$ cat src/pwpg_consts.vh
/*
  Constants for the peripheral write-protect block, group two:
  register offsets, field positions, reset values and bus widths.
  Assumes inclusion by bare name from every design file that needs it.
*/
`ifndef PWPG_CONSTS_VH
`define PWPG_CONSTS_VH

// ============================================================
// Bus widths
`define PWPG_DATA_W        32
`define PWPG_ADDR_W        8
`define PWPG_SEL_W         4
`define PWPG_NFLAG         20
`define PWPG_IDX_W         5

// ============================================================
// Register offsets (byte addresses)
`define PWPG_OFF_CLEAR     8'h00
`define PWPG_OFF_SET       8'h04
`define PWPG_OFF_STATUS    8'h08

// ============================================================
// Reset values and masks
`define PWPG_RESET_VAL     32'h00800000
`define PWPG_FLAG_MASK     32'h000ffffe
`define PWPG_ZERO32        32'h00000000
`define PWPG_FLAG_RESET    1'h0

// ============================================================
// Flag positions in both protect registers
`define PWPG_FLAG_LO       1
`define PWPG_FLAG_HI       19
`define PWPG_BIT_EVENT     1
`define PWPG_BIT_SERIAL0   2
`define PWPG_BIT_SERIAL5   7
`define PWPG_BIT_TIMER0    8
`define PWPG_BIT_TIMER7    15
`define PWPG_BIT_ADC       16
`define PWPG_BIT_AC        17
`define PWPG_BIT_DAC       18
`define PWPG_BIT_TOUCH     19

// ============================================================
// Status register fields
`define PWPG_ST_BLK_BIT    0
`define PWPG_ST_IDX_LSB    8
`define PWPG_ST_IDX_MSB    12
`define PWPG_IDX_RESET     5'h00

`endif

$ cat src/pwpg_gate.v
/*
  Write gate for the protected peripherals: passes or blocks one
  peripheral-bus write according to the protection flags.
  Assumes a one-hot target select and flags from the same clock domain.
*/
`timescale 1ns/10ps
`default_nettype none
`include "pwpg_consts.vh"

module pwpg_gate (
  // Protection state
  input  wire [`PWPG_NFLAG-1:0] i_flags,
  // Peripheral write request
  input  wire [`PWPG_NFLAG-1:0] i_target_sel,
  input  wire                   i_target_wr,
  // Gate result
  output wire                   o_wr_allow,
  output wire                   o_wr_blocked,
  output reg  [`PWPG_IDX_W-1:0] o_blocked_idx
);

  // ============================================================
  // Gating
  wire [`PWPG_NFLAG-1:0] hit;
  integer                k;

  // Protected target under a write
  assign hit          = i_target_sel & i_flags;
  assign o_wr_blocked = i_target_wr & (|hit);
  assign o_wr_allow   = i_target_wr & ~(|hit);

  // Index of the lowest blocked target
  always @* begin
    o_blocked_idx = `PWPG_IDX_RESET;
    for (k = `PWPG_FLAG_HI; k >= `PWPG_FLAG_LO; k = k - 1) begin
      if (hit[k]) begin
        o_blocked_idx = k[`PWPG_IDX_W-1:0];
      end
    end
  end

endmodule
`default_nettype wire

$ cat src/pwpg_ctrl.v
/*
  Peripheral write-protect controller, group two. Holds one protection
  flag per peripheral (event system, six serial units, eight timers,
  converter, comparator, DAC, touch), reached by software through a
  clear register and a set register over classic Wishbone, and gates
  writes on the peripheral bus toward protected peripherals.
  Assumes one clock, i_mclk at 10 MHz, and an asynchronous active-low
  reset; peripheral-bus inputs come from logic on the same clock.
*/
// Decided for this implementation: the Wishbone interface to the registers.
`timescale 1ns/10ps
`default_nettype none
`include "pwpg_consts.vh"

module pwpg_ctrl (
  // Clock and reset
  input  wire                    i_mclk,
  input  wire                    i_reset_n,
  // Wishbone slave
  input  wire                    i_wb_cyc,
  input  wire                    i_wb_stb,
  input  wire                    i_wb_we,
  input  wire [`PWPG_ADDR_W-1:0] i_wb_adr,
  input  wire [`PWPG_SEL_W-1:0]  i_wb_sel,
  input  wire [`PWPG_DATA_W-1:0] i_wb_dat,
  output reg  [`PWPG_DATA_W-1:0] o_wb_dat,
  output reg                     o_wb_ack,
  // Peripheral-bus write gating
  input  wire [`PWPG_NFLAG-1:0]  i_periph_sel,
  input  wire                    i_periph_wr,
  output wire                    o_periph_wr_allow,
  output wire                    o_periph_wr_blocked,
  // Protection state
  output wire [`PWPG_NFLAG-1:0]  o_protect_flags
);

  // ============================================================
  // Decoding helpers

  // Byte-lane enables widened to a word mask
  function [`PWPG_DATA_W-1:0] lane_mask;
    input [`PWPG_SEL_W-1:0] sel;
    integer                 b;
    begin
      lane_mask = `PWPG_ZERO32;
      for (b = 0; b < `PWPG_SEL_W; b = b + 1) begin
        if (sel[b]) begin
          lane_mask[b*8 +: 8] = 8'hff;
        end
      end
    end
  endfunction

  // Address match for one register offset
  function addr_is;
    input [`PWPG_ADDR_W-1:0] adr;
    input [`PWPG_ADDR_W-1:0] off;
    begin
      addr_is = (adr == off);
    end
  endfunction

  // ============================================================
  // Bus request

  wire                    req;
  wire                    req_wr;
  wire                    req_rd;
  wire [`PWPG_DATA_W-1:0] wdata;
  wire                    hit_clear;
  wire                    hit_set;
  wire                    hit_status;

  // New request only while no answer is pending
  assign req    = i_wb_cyc & i_wb_stb & ~o_wb_ack;
  assign req_wr = req & i_wb_we;
  assign req_rd = req & ~i_wb_we;

  // Write data with disabled byte lanes forced to zero
  assign wdata = i_wb_dat & lane_mask(i_wb_sel);

  // Register decode
  assign hit_clear  = addr_is(i_wb_adr, `PWPG_OFF_CLEAR);
  assign hit_set    = addr_is(i_wb_adr, `PWPG_OFF_SET);
  assign hit_status = addr_is(i_wb_adr, `PWPG_OFF_STATUS);

  // ============================================================
  // Bit-wise strobes

  wire [`PWPG_DATA_W-1:0] clr_bits;
  wire [`PWPG_DATA_W-1:0] set_bits;

  // Only ones written reach a flag; zeros leave it alone
  assign clr_bits = (req_wr & hit_clear) ? (wdata & `PWPG_FLAG_MASK)
                                         : `PWPG_ZERO32;
  assign set_bits = (req_wr & hit_set) ? (wdata & `PWPG_FLAG_MASK)
                                       : `PWPG_ZERO32;

  // ============================================================
  // Protection flags

  wire [`PWPG_NFLAG-1:0] flags;

  // Bit 0 holds no peripheral
  assign flags[0] = `PWPG_FLAG_RESET;

  genvar g;
  generate
    for (g = `PWPG_FLAG_LO; g <= `PWPG_FLAG_HI; g = g + 1) begin : g_flag
      reg  flag_q;
      wire next_flag;

      // Set by a one in the set register, dropped by a one in clear
      assign next_flag = (flag_q & ~clr_bits[g]) | set_bits[g];

      // Flag storage
      always @(posedge i_mclk or negedge i_reset_n) begin
        if (!i_reset_n) begin
          flag_q <= `PWPG_FLAG_RESET;
        end else begin
          flag_q <= next_flag;
        end
      end

      assign flags[g] = flag_q;
    end
  endgenerate

  assign o_protect_flags = flags;

  // ============================================================
  // Peripheral write gate

  wire                   gate_blocked;
  wire [`PWPG_IDX_W-1:0] gate_idx;

  pwpg_gate u_gate (
    .i_flags       (flags),
    .i_target_sel  (i_periph_sel),
    .i_target_wr   (i_periph_wr),
    .o_wr_allow    (o_periph_wr_allow),
    .o_wr_blocked  (gate_blocked),
    .o_blocked_idx (gate_idx)
  );

  assign o_periph_wr_blocked = gate_blocked;

  // ============================================================
  // Blocked-write status

  reg                   blocked;
  reg [`PWPG_IDX_W-1:0] blocked_idx;
  wire                  blocked_clr;
  wire                  next_blocked;

  // Software clears by writing one to the status flag bit
  assign blocked_clr  = req_wr & hit_status & wdata[`PWPG_ST_BLK_BIT];
  // A new block in the clearing cycle wins over the clear
  assign next_blocked = gate_blocked | (blocked & ~blocked_clr);

  // Sticky flag and index of the last blocked target
  always @(posedge i_mclk or negedge i_reset_n) begin
    if (!i_reset_n) begin
      blocked     <= 1'h0;
      blocked_idx <= `PWPG_IDX_RESET;
    end else begin
      blocked <= next_blocked;
      if (gate_blocked) begin
        blocked_idx <= gate_idx;
      end
    end
  end

  // ============================================================
  // Read-back

  reg  [`PWPG_DATA_W-1:0] read_word;
  wire [`PWPG_DATA_W-1:0] flag_word;

  // Flags in place; reserved bits show the reset pattern
  assign flag_word = (`PWPG_RESET_VAL & ~`PWPG_FLAG_MASK)
                   | ({{(`PWPG_DATA_W-`PWPG_NFLAG){1'b0}}, flags}
                      & `PWPG_FLAG_MASK);

  // Word selected by address; unmapped reads as zero
  always @* begin
    read_word = `PWPG_ZERO32;
    if (hit_clear | hit_set) begin
      read_word = flag_word;
    end else if (hit_status) begin
      read_word[`PWPG_ST_BLK_BIT] = blocked;
      read_word[`PWPG_ST_IDX_MSB:`PWPG_ST_IDX_LSB] = blocked_idx;
    end
  end

  // ============================================================
  // Bus answer

  // One-cycle acknowledge, data registered with it
  always @(posedge i_mclk or negedge i_reset_n) begin
    if (!i_reset_n) begin
      o_wb_ack <= 1'h0;
      o_wb_dat <= `PWPG_ZERO32;
    end else begin
      o_wb_ack <= req;
      if (req_rd) begin
        o_wb_dat <= read_word;
      end
    end
  end

endmodule
`default_nettype wire

$ cat config.mk
export PLATFORM = sky130hd
export DESIGN_NAME = pwpg_ctrl
export DESIGN_NICKNAME = d
export VERILOG_FILES = /design/src/pwpg_gate.v /design/src/pwpg_ctrl.v
export VERILOG_INCLUDE_DIRS = /design/src
export SDC_FILE = /design/constraint.sdc
export NUM_CORES = 1
export LEC_CHECK = 0
export BUFFER_PORTS_ARGS = -buffer_cell sky130_fd_sc_hd__buf_2
export CAP_MARGIN = 10
export CELL_PAD_IN_SITES_DETAIL_PLACEMENT = 0
export CELL_PAD_IN_SITES_GLOBAL_PLACEMENT = 2
export CORE_ASPECT_RATIO = 0.8
export CORE_UTILIZATION = 26
export DETAILED_ROUTE_END_ITERATION = 16
export HOLD_SLACK_MARGIN = 0.05
export PLACE_DENSITY_LB_ADDON = 0.1
export SLEW_MARGIN = 40
export SYNTH_ARGS = -nofsm -noshare
export SYNTH_HDL_FRONTEND = slang
export SYNTH_SLANG_ARGS = --single-unit
$ cat constraint.sdc
create_clock -name i_mclk -period 2.3 [get_ports i_mclk]
set_input_delay 0.115 -clock i_mclk [delete_from_list [all_inputs] [get_ports i_mclk]]
set_output_delay 0.115 -clock i_mclk [all_outputs]
set_load 0.02 [all_outputs]
# --- Yosys cells after proc, flatten, opt, wreduce, memory -nomap -nowiden ---
# Index checks and enable logic that the tools add are counted.
word_totals:
  in_bits: 70
  elab_cells: 133
  ff_bits: 58
  out_inout_bits: 55
op_classes:
  n_mux: 30
  n_bitwise: 76
  n_eq_ne: 2
  reduce_logical: 2
ops:
  columns: ["op", "n"]
  rows:
  - ["5-bit 2-to-1 mux", 21]
  - ["20-bit AND", 2]
  - ["20-bit 2-to-1 mux", 2]
  - ["1-bit AND", 30]
  - ["1-bit NOT", 23]
  - ["1-bit bitwise OR", 21]
  - ["20-bit OR reduction", 1]
  - ["8-bit 2-to-1 mux", 2]
  - ["11-bit 2-to-1 mux", 1]
  - ["8-bit by 3-bit equality test with 1-bit output (second input constant)", 1]
  - ["8-bit by 4-bit equality test with 1-bit output (second input constant)", 1]
  - ["8-bit logical NOT", 1]
  - ["7-bit 2-to-1 mux", 1]
  - ["4-bit 2-to-1 mux", 1]
  - ["1-bit 2-to-1 mux", 2]

# --- Logic depth before layout (Yosys ltp) ---
# Gate-level depths: netlist of the first run.
depth:
  ltp_word: 20
  depth_mapped: 6
  mapped_depth_nobuf: 5

# --- Cells and area by module ---
# From an unflattened synthesis of the first run, not the netlist that was laid out.
hier_totals:
  hier_cells: 246
  area_unflattened_um2: 2740.1
by_module_without_submodules:
  columns: ["module", "cells_each", "area_each_um2", "seq_area_each_um2", "instances"]
  rows:
  - ["pwpg_ctrl", 195, 2404.8, 1176.1, 1]
  - ["pwpg_gate", 51, 335.3, 0.0, 1]

# --- Worst setup path before layout of the first run ---
# No wires, ideal clock.
synth_path:
  path_kind: "register to register"
  from: "reg g_flag[3].flag_q"
  to: "reg blocked_idx[0]"
  synth_period_minus_slack_ns: 1.846
  required_ns: 2.179
  setup_time_ns: 0.121
  path_stages_with_launch: 6
  setup_slack_ns: 0.454
  arrival_time_ns: 1.725
  path_buffers: 0
  cell_sequence: "dfrtp_1 a222oi_1 nand3_1 o31ai_2 inv_1 o22a_1"
synth_via:
  elab_cells_between_ends: 6
  classes_between: "mux: 3; bitwise: 2; reduce/logical: 1"
synth_lines:
  columns: ["item", "line", "source"]
  rows:
  - ["start: declaration", "pwpg_ctrl.v:110", "reg flag_q;"]
  - ["start signal: assignment", "pwpg_ctrl.v:119", "flag_q <= `PWPG_FLAG_RESET;"]
  - ["start signal: assignment", "pwpg_ctrl.v:121", "flag_q <= next_flag;"]
  - ["20-bit AND", "pwpg_gate.v:28", "assign hit = i_target_sel & i_flags;"]
  - ["20-bit OR reduction", "pwpg_gate.v:29", "assign o_wr_blocked = i_target_wr & (|hit);"]
  - ["1-bit AND", "pwpg_gate.v:29", null]
  - ["named net o_periph_wr_blocked", "pwpg_ctrl.v:32", "output wire o_periph_wr_blocked,"]
  - ["end signal: assignment", "pwpg_ctrl.v:165", "blocked_idx <= `PWPG_IDX_RESET;"]
  - ["end signal: assignment", "pwpg_ctrl.v:169", "blocked_idx <= gate_idx;"]
  - ["end: declaration", "pwpg_ctrl.v:152", "reg [`PWPG_IDX_W-1:0] blocked_idx;"]
# The timed path passes the listed nets, and every way through them passes these cells.
# A chain may end at the register's enable or synchronous reset.

# --- Worst setup path in the final report of the first run ---
layout_path:
  from: "reg g_flag[3].flag_q"
  to: "out o_periph_wr_allow"
layout_via:
  elab_chain_cells: 4
layout_rtl:
  columns: ["item", "line", "source"]
  rows:
  - ["20-bit AND", "pwpg_gate.v:28", null]
  - ["20-bit OR reduction", "pwpg_gate.v:30", "assign o_wr_allow = i_target_wr & ~(|hit);"]
  - ["1-bit NOT", "pwpg_gate.v:30", null]
  - ["1-bit AND", "pwpg_gate.v:30", null]
  - ["end: declaration", "pwpg_ctrl.v:31", "output wire o_periph_wr_allow,"]
# Every way passes these cells.

==> results by group, run 1 <==
Outcome
  – Status: finished with violations
  – Failing checks: DRC

Hold path
  – Hold Path Stages: 2
  – WHS Endpoint: blocked_idx[4]$_DFFE_PN0P_
  – Hold wc startpoint: i_periph_wr
  – Hold WC Path Type: in -> reg

Yosys
  – Post-synth top area cell: dfrtp_1
  – Syn Inst Count: 264
  – Unique cell type count in the Yosys netlist: 39
  – Synth top area share: 0.470
  – Largest cells by area after synthesis: dfrtp_1 47%, nand2_1 11%, buf_4 9.6%
  – Yosys warning total: 0
  – Post-synthesis sequential area ratio: 0.470
  – EDFF count, synth: 0
  – Synthesized area: 0.00250 mm2
  – Syn Area/Cell: 9.47 um2
  – Post-synthesis async set-or-reset flop share: 1.00
  – #FFs+latches synth: 47
  – Primary FF master, synth: dfrtp_1

Layout
  – Ratio of cells with drive above 1 in the final layout: 0.366
  – Multi-input gate area: 0.00109 mm2
  – Register area: 0.00118 mm2
  – Layout Cells excl Fill: 467
  – Fillers: 1005
  – # diodes: 0
  – Synth-to-layout area growth: 26.0%
  – Most common cell after layout, fill and taps aside: buf_2
  – Commonest cells after routing, fill and taps aside: 98 x buf_2, 70 x nand2_1, 47 x dfrtp_1
  – Final #Nets: 421

Floorplanning
  – Die Span X: 112 um
  – Core Area: 0.00919 mm2
  – Io pins: 125
  – Num rows: 31
  – Height of the chip: 89.7 um
  – Starting Density: 0.272
  – DIE AREA: 0.0100 mm2

Global routing
  – First-pass GRT wire length: 11600 um
  – Met1 Use GR: 0.226
  – Initial antenna violation count: 0
  – Vias in the first global route: 2093
  – Grt peak-use layer: met1
  – Met3 usage: 0.0398
  – Grt met2 use: 0.211
  – All-Layer GR Usage: 0.151
  – Pin count of the biggest net entering global routing: 32
  – GR Overflow Total: 0

Setup path
  – Critical Path, Cell by Cell: a222oi_1 -> nand3_1 -> or2_2 -> nor3_2 -> buf_2
  – Reg2reg start: g_flag[3].flag_q$_DFF_PN0_
  – Crit path DAT: 2.05 ns
  – Worst path required time: 2.18 ns
  – WS Path Type: reg -> out
  – Buffers and inverters on the worst path: 1
  – Worst Setup End Kind: output pin
  – Reg2reg setup slack: 0.44 ns
  – R2R cell count: 6
  – Slowest cell on crit path: dfrtp_1
  – Max Fanout on Critical Path: 5
  – Slowest stage delay, CP: 0.44 ns
  – Startpoint Class: flip-flop
  – CP top delay family: simple AND/OR/NAND/NOR gates
  – Worst R2R End: blocked_idx[1]$_DFFE_PN0P_

Power and ir drop
  – P per Cell Area: 595 mW/mm2
  – Static Leak: 0.00176 uW
  – Pwr Total: 1880 uW
  – Switching Fraction: 0.255
  – Logic pwr share: 0.121
  – Sw power: 478 uW
  – Clock share of power: 0.398
  – Seq pwr share: 0.481
  – Internal power consumption: 1400 uW
  – VDD IR max: 254 uV

STA
  – Max-slew violations: 0
  – Fin. Hold Viols: 0
  – Tcrit/Tclk final: 0.943
  – Layout Skew: 0.00562 ns
  – RSZ-0062 raised after global routing: no
  – Setup violations, final: 0
  – Fmax: 0.461 GHz
  – Setup TNS: 0 ns
  – Crit path time final: 2.17 ns

Routing
  – Routed Antenna Nets: 0
  – Pre-antenna DRT Iters: 13
  – Via count: 2171
  – Initial DRC count: 95
  – Routed wire length: 7290 um
  – DRC violations left: 5
  – Drt wl/cell: 15.6 um
  – Routed vias/inst: 4.65

Clocking
  – Clock Pin Slew Worst Setup and Hold Paths: 0.06 ns
  – Number of buffers created by CTS: 5
  – Clock buffer depth: 2
  – CTS root buf: clkbuf_16
  – TritonCTS clock tree: yes
  – Skew-Pair Late Insertion Delay: 0.29 ns
  – CTS H-tree lvls: 2
  – Sink Count: 47

Job
  – Maxcap violations: 0

Place
  – PortBufs: 98
  – GP Congestion: 0.747
  – Detailed placer's ending HPWL: 5640 um
  – DP Cell Count: 457
[cells in the mapped netlist (2+ instances only)]
library cell and number:
nand2_1 70, dfrtp_1 47, buf_4 32, nand3_1 17, mux2_1 14, nor2_1 11
clkbuf_1 8, a22oi_1 7, a221oi_1 6, a21oi_1 5, mux2_2 4, and2_1 3
and3_1 3, nand2b_1 3, o21ai_0 3, a222oi_1 2, a22o_1 2, a32oi_1 2
inv_1 2, nand4_1 2, nor3_1 2, or2_2 2
[worst reg2reg max path, cell delays in order (launching register included)]
cell and delay [ns]:
dfrtp_1 0.44, a222oi_1 0.41, nand3_1 0.21, o31ai_2 0.25, buf_4 0.19, nor3_1 0.06, a22o_1 0.19
[kinds of logic after synthesis]
kind of cell,Yosys count,synth area share
AND/OR/NAND/NOR,119,0.219
flip-flops,47,0.470
other,1,0.00150
AO/OA/AOI/OAI,35,0.109
multiplexers,19,0.0871
buffers and inverters,43,0.113
[through the flow]
stage / worst slack (ns) / instance area, um2 / hold slack [ns] / util
2_1_floorplan: 0.454 / 2540 / -0.181 / -
3_3_place_gp: 0.383 / 2980 / 0.0666 / 0.324
3_5_place_dp: 0.383 / 2980 / 0.0630 / 0.324
4_1_cts: 0.0872 / 3140 / 0.0639 / 0.341
5_1_grt: 0.00342 / 3150 / 0.0852 / 0.343
6_report: 0.131 / 3150 / 0.0835 / 0.343
[cell type report]
cell class,count,share of cell area
flip-flops and latches,47,0.373
multi-input cells,185,0.345
repair buffers,110,0.185
well taps,115,0.0457
clock buffers,7,0.0453
clock inverters,1,0.00278
inverters,2,0.00238
[power by group through the flow]
stage / clock network, uW / logic, uW / registers [uW]
after detailed placement: 0 / 227 / 919
after CTS: 773 / 229 / 903
after floorplan: 0 / 110 / 932
after global routing: 800 / 251 / 910
final: 747 / 227 / 902
after global placement: 0 / 225 / 919
[what timing repair did]
item | 4_1_cts | 5_1_grt
resized for setup | 0 | 1
hold buffers | 1 | 0
setup buffers | 0 | 1
endpoints found under the hold margin | 16 | 0
setup endpoints to repair | 0 | 2
[state kept, by name, summed over array words and instances, names as in the netlist]
name	flops
o_wb_ack	1
blocked_idx	5
o_wb_dat	21
blocked	1
g_flag.flag_q	19
[metal layers]
metal | vias to the layer above | part of all wire
li1 | 1051 | -
met1 | 1043 | 0.52
met2 | 72 | 0.41
met3 | 5 | 0.057
met4 | 0 | 0.0084
met5 | - | 0
[how the worst max path moves through the flow]
stage | start | to | slack, ns | depth (start not counted)
CTS | g_flag[3].flag_q$_DFF_PN0_ | o_periph_wr_allow | 0.09 | 5
detailed placement | i_wb_adr[5] | g_flag[9].flag_q$_DFF_PN0_ | 0.38 | 6
finish | g_flag[3].flag_q$_DFF_PN0_ | o_periph_wr_allow | 0.13 | 5
floorplan | g_flag[3].flag_q$_DFF_PN0_ | blocked_idx[0]$_DFFE_PN0P_ | 0.45 | 5
global placement | g_flag[2].flag_q$_DFF_PN0_ | o_periph_wr_allow | 0.38 | 5
global route | g_flag[3].flag_q$_DFF_PN0_ | o_periph_wr_allow | 0.003 | 5
Power figures use the tool's default switching activity.
==> inputs of run 2 (changes only) <==
--- a/config.mk
+++ b/config.mk
@@ -10,8 +10,7 @@
 export CAP_MARGIN = 10
 export CELL_PAD_IN_SITES_DETAIL_PLACEMENT = 0
 export CELL_PAD_IN_SITES_GLOBAL_PLACEMENT = 2
-export CORE_ASPECT_RATIO = 0.8
-export CORE_UTILIZATION = 26
+export CORE_UTILIZATION = 28
 export DETAILED_ROUTE_END_ITERATION = 16
 export HOLD_SLACK_MARGIN = 0.05
 export PLACE_DENSITY_LB_ADDON = 0.1
==> constraint.sdc (replaced) <==
create_clock -name i_mclk -period 2.75 [get_ports i_mclk]
set_input_delay 0.1375 -clock i_mclk [delete_from_list [all_inputs] [get_ports i_mclk]]
set_output_delay 0.1375 -clock i_mclk [all_outputs]
set_load 0.02 [all_outputs]
==> run 2 against run 1 <==
  * Combinational power is 18% lower
  * The flow now finishes without violations
  * Clock skew is 0.0068 ns higher
  * Global-route usage is 0.37 points higher
  * Critical endpoint is now o_periph_wr_blocked
==> results by group, run 2 (synthesis results as in run 1) <==
Routing
  – Routed wire length: 6940 um
  – Routed vias/inst: 4.65
  – Pre-antenna DRT Iters: 4
  – Routed Antenna Nets: 0
  – Drt wl/cell: 15.3 um
  – Via count: 2113
  – DRC violations left: 0
  – Initial DRC count: 124

Global routing
  – Vias in the first global route: 1891
  – First-pass GRT wire length: 10600 um
  – All-Layer GR Usage: 0.155
  – GR Overflow Total: 0
  – Initial antenna violation count: 0
  – Pin count of the biggest net entering global routing: 31

STA
  – Setup TNS: 0 ns
  – Layout Skew: 0.0124 ns
  – Fin. Hold Viols: 0
  – Final hold slack: 0.0800 ns
  – Final WS setup: 0.308 ns
  – Crit path time final: 2.44 ns
  – Setup violations, final: 0
  – Max_slew headroom: 0.535
  – Max-slew violations: 0
  – Tcrit/Tclk final: 0.888
  – Fmax: 0.409 GHz
  – Tightest Pin Transition: 0.696 ns
  – RSZ-0062 raised after global routing: no

Setup path
  – WS Path Type: reg -> out
  – Max Fanout on Critical Path: 8
  – Worst Setup End Kind: output pin
  – Crit path DAT: 2.30 ns
  – Startpoint Class: flip-flop
  – Worst path required time: 2.61 ns

Place
  – Detailed placer's ending HPWL: 5300 um
  – Dpl cell area: 0.00293 mm2
  – PortBufs: 98
  – DP Cell Count: 445
  – GP Congestion: 0.780
  – Dpl ws: 0.639 ns

Layout
  – Final #Nets: 415
  – Ratio of cells with drive above 1 in the final layout: 0.350
  – Final Cell Area: 0.00302 mm2
  – Top reg by flops: o_wb_dat
  – Fillers: 971
  – Most common cell after layout, fill and taps aside: buf_2
  – Synth-to-layout area growth: 20.9%
  – Max reg flops: 21
  – Layout Cells excl Fill: 454
  – Commonest cells after routing, fill and taps aside: 97 x buf_2, 70 x nand2_1, 47 x dfrtp_1
  – # diodes: 0
  – Largest regs: o_wb_dat: 21 flops, g_flag.flag_q: 19 flops, blocked_idx: 5 flops

Clocking
  – Clock buffer depth: 2
  – Number of buffers created by CTS: 5
  – Resize count post-CTS: 0
  – CTS H-tree lvls: 2
  – Sink Count: 47
  – TritonCTS clock tree: yes
  – Clock Pin Slew Worst Setup and Hold Paths: 0.08 ns
  – Setup Buffers After CTS: 0
  – CTS root buf: clkbuf_8
  – Skew-Pair Late Insertion Delay: 0.30 ns

Floorplanning
  – Height of the chip: 96.5 um
  – Die Span X: 96.5 um
  – Core Area: 0.00868 mm2
  – Io pins: 125
  – DIE AREA: 0.00931 mm2
  – Num rows: 34
  – Starting Density: 0.288

Power and ir drop
  – VDD IR max: 172 uV
  – Static Leak: 0.00170 uW
  – P per Cell Area: 446 mW/mm2

Job
  – Maxcap violations: 0

Hold path
  – Hold WC Path Type: in -> reg

Outcome
  – Status: completed
[run 2: timing repair]
action,CTS,global route
endpoints found under the setup margin,0,0
hold endpoints to repair,29,0
hold buffers,1,0
[run 2: report_power, final]
| part | internal, uW | switching (uW) | total (uW) |
|---|---|---|---|
| Sequential | 729 | 22.8 | 752 |
| Clock | 179 | 231 | 410 |
| Combinational | 72.7 | 114 | 186 |
| Total | 981 | 367 | 1350 |
[run 2: path summary, 6_finish.rpt]
kind                                               to  slack, ns  depth (start not counted)                  startpoint
max                               o_periph_wr_blocked       0.31                          5  g_flag[2].flag_q$_DFF_PN0_
min                        blocked_idx[4]$_DFFE_PN0P_       0.08                          2                 i_periph_wr
max reg2reg                blocked_idx[0]$_DFFE_PN0P_       0.62                          5  g_flag[2].flag_q$_DFF_PN0_
min reg2reg                  o_wb_dat[13]$_DFFE_PN0P_       0.47                          2    o_wb_dat[13]$_DFFE_PN0P_
max in group asynchronous  blocked_idx[3]$_DFFE_PN0P_       1.84                          3                   i_reset_n
min in group asynchronous    o_wb_dat[18]$_DFFE_PN0P_       0.31                          2                   i_reset_n
[run 2: metrics by stage]
stage | utilization | power, uW
floorplan | - | 871
global placement | 0.338 | 952
global route | 0.348 | 1430
CTS | 0.348 | 1370
detailed placement | 0.338 | 953
finish | 0.348 | 1350
[run 2: worst max-delay path, stage by stage, from the launching register on]
cell and delay, ns:
dfrtp_1 0.45, a222oi_1 0.38, nand3_1 0.19, o31ai_2 0.60
inv_1 0.19, buf_2 0.21
[run 2: layer usage]
layer | GRT usage | wire (um) | share of wire
met5 | 0 | 0 | 0
met4 | 0.0294 | 40 | 0.0058
met3 | 0.0383 | 461 | 0.066
met2 | 0.218 | 2890 | 0.42
met1 | 0.237 | 3550 | 0.51
[run 2: layout make-up]
| type | count | area (um2) | area share |
|---|---|---|---|
| clock inverters | 1 | 5.00 | 0.00166 |
| well taps | 108 | 135 | 0.0447 |
| clock buffers | 7 | 76.3 | 0.0252 |
| multi-input cells | 185 | 1080 | 0.358 |
| flip-flops and latches | 47 | 1180 | 0.389 |
| inverters | 2 | 7.51 | 0.00248 |
| repair buffers | 104 | 541 | 0.179 |
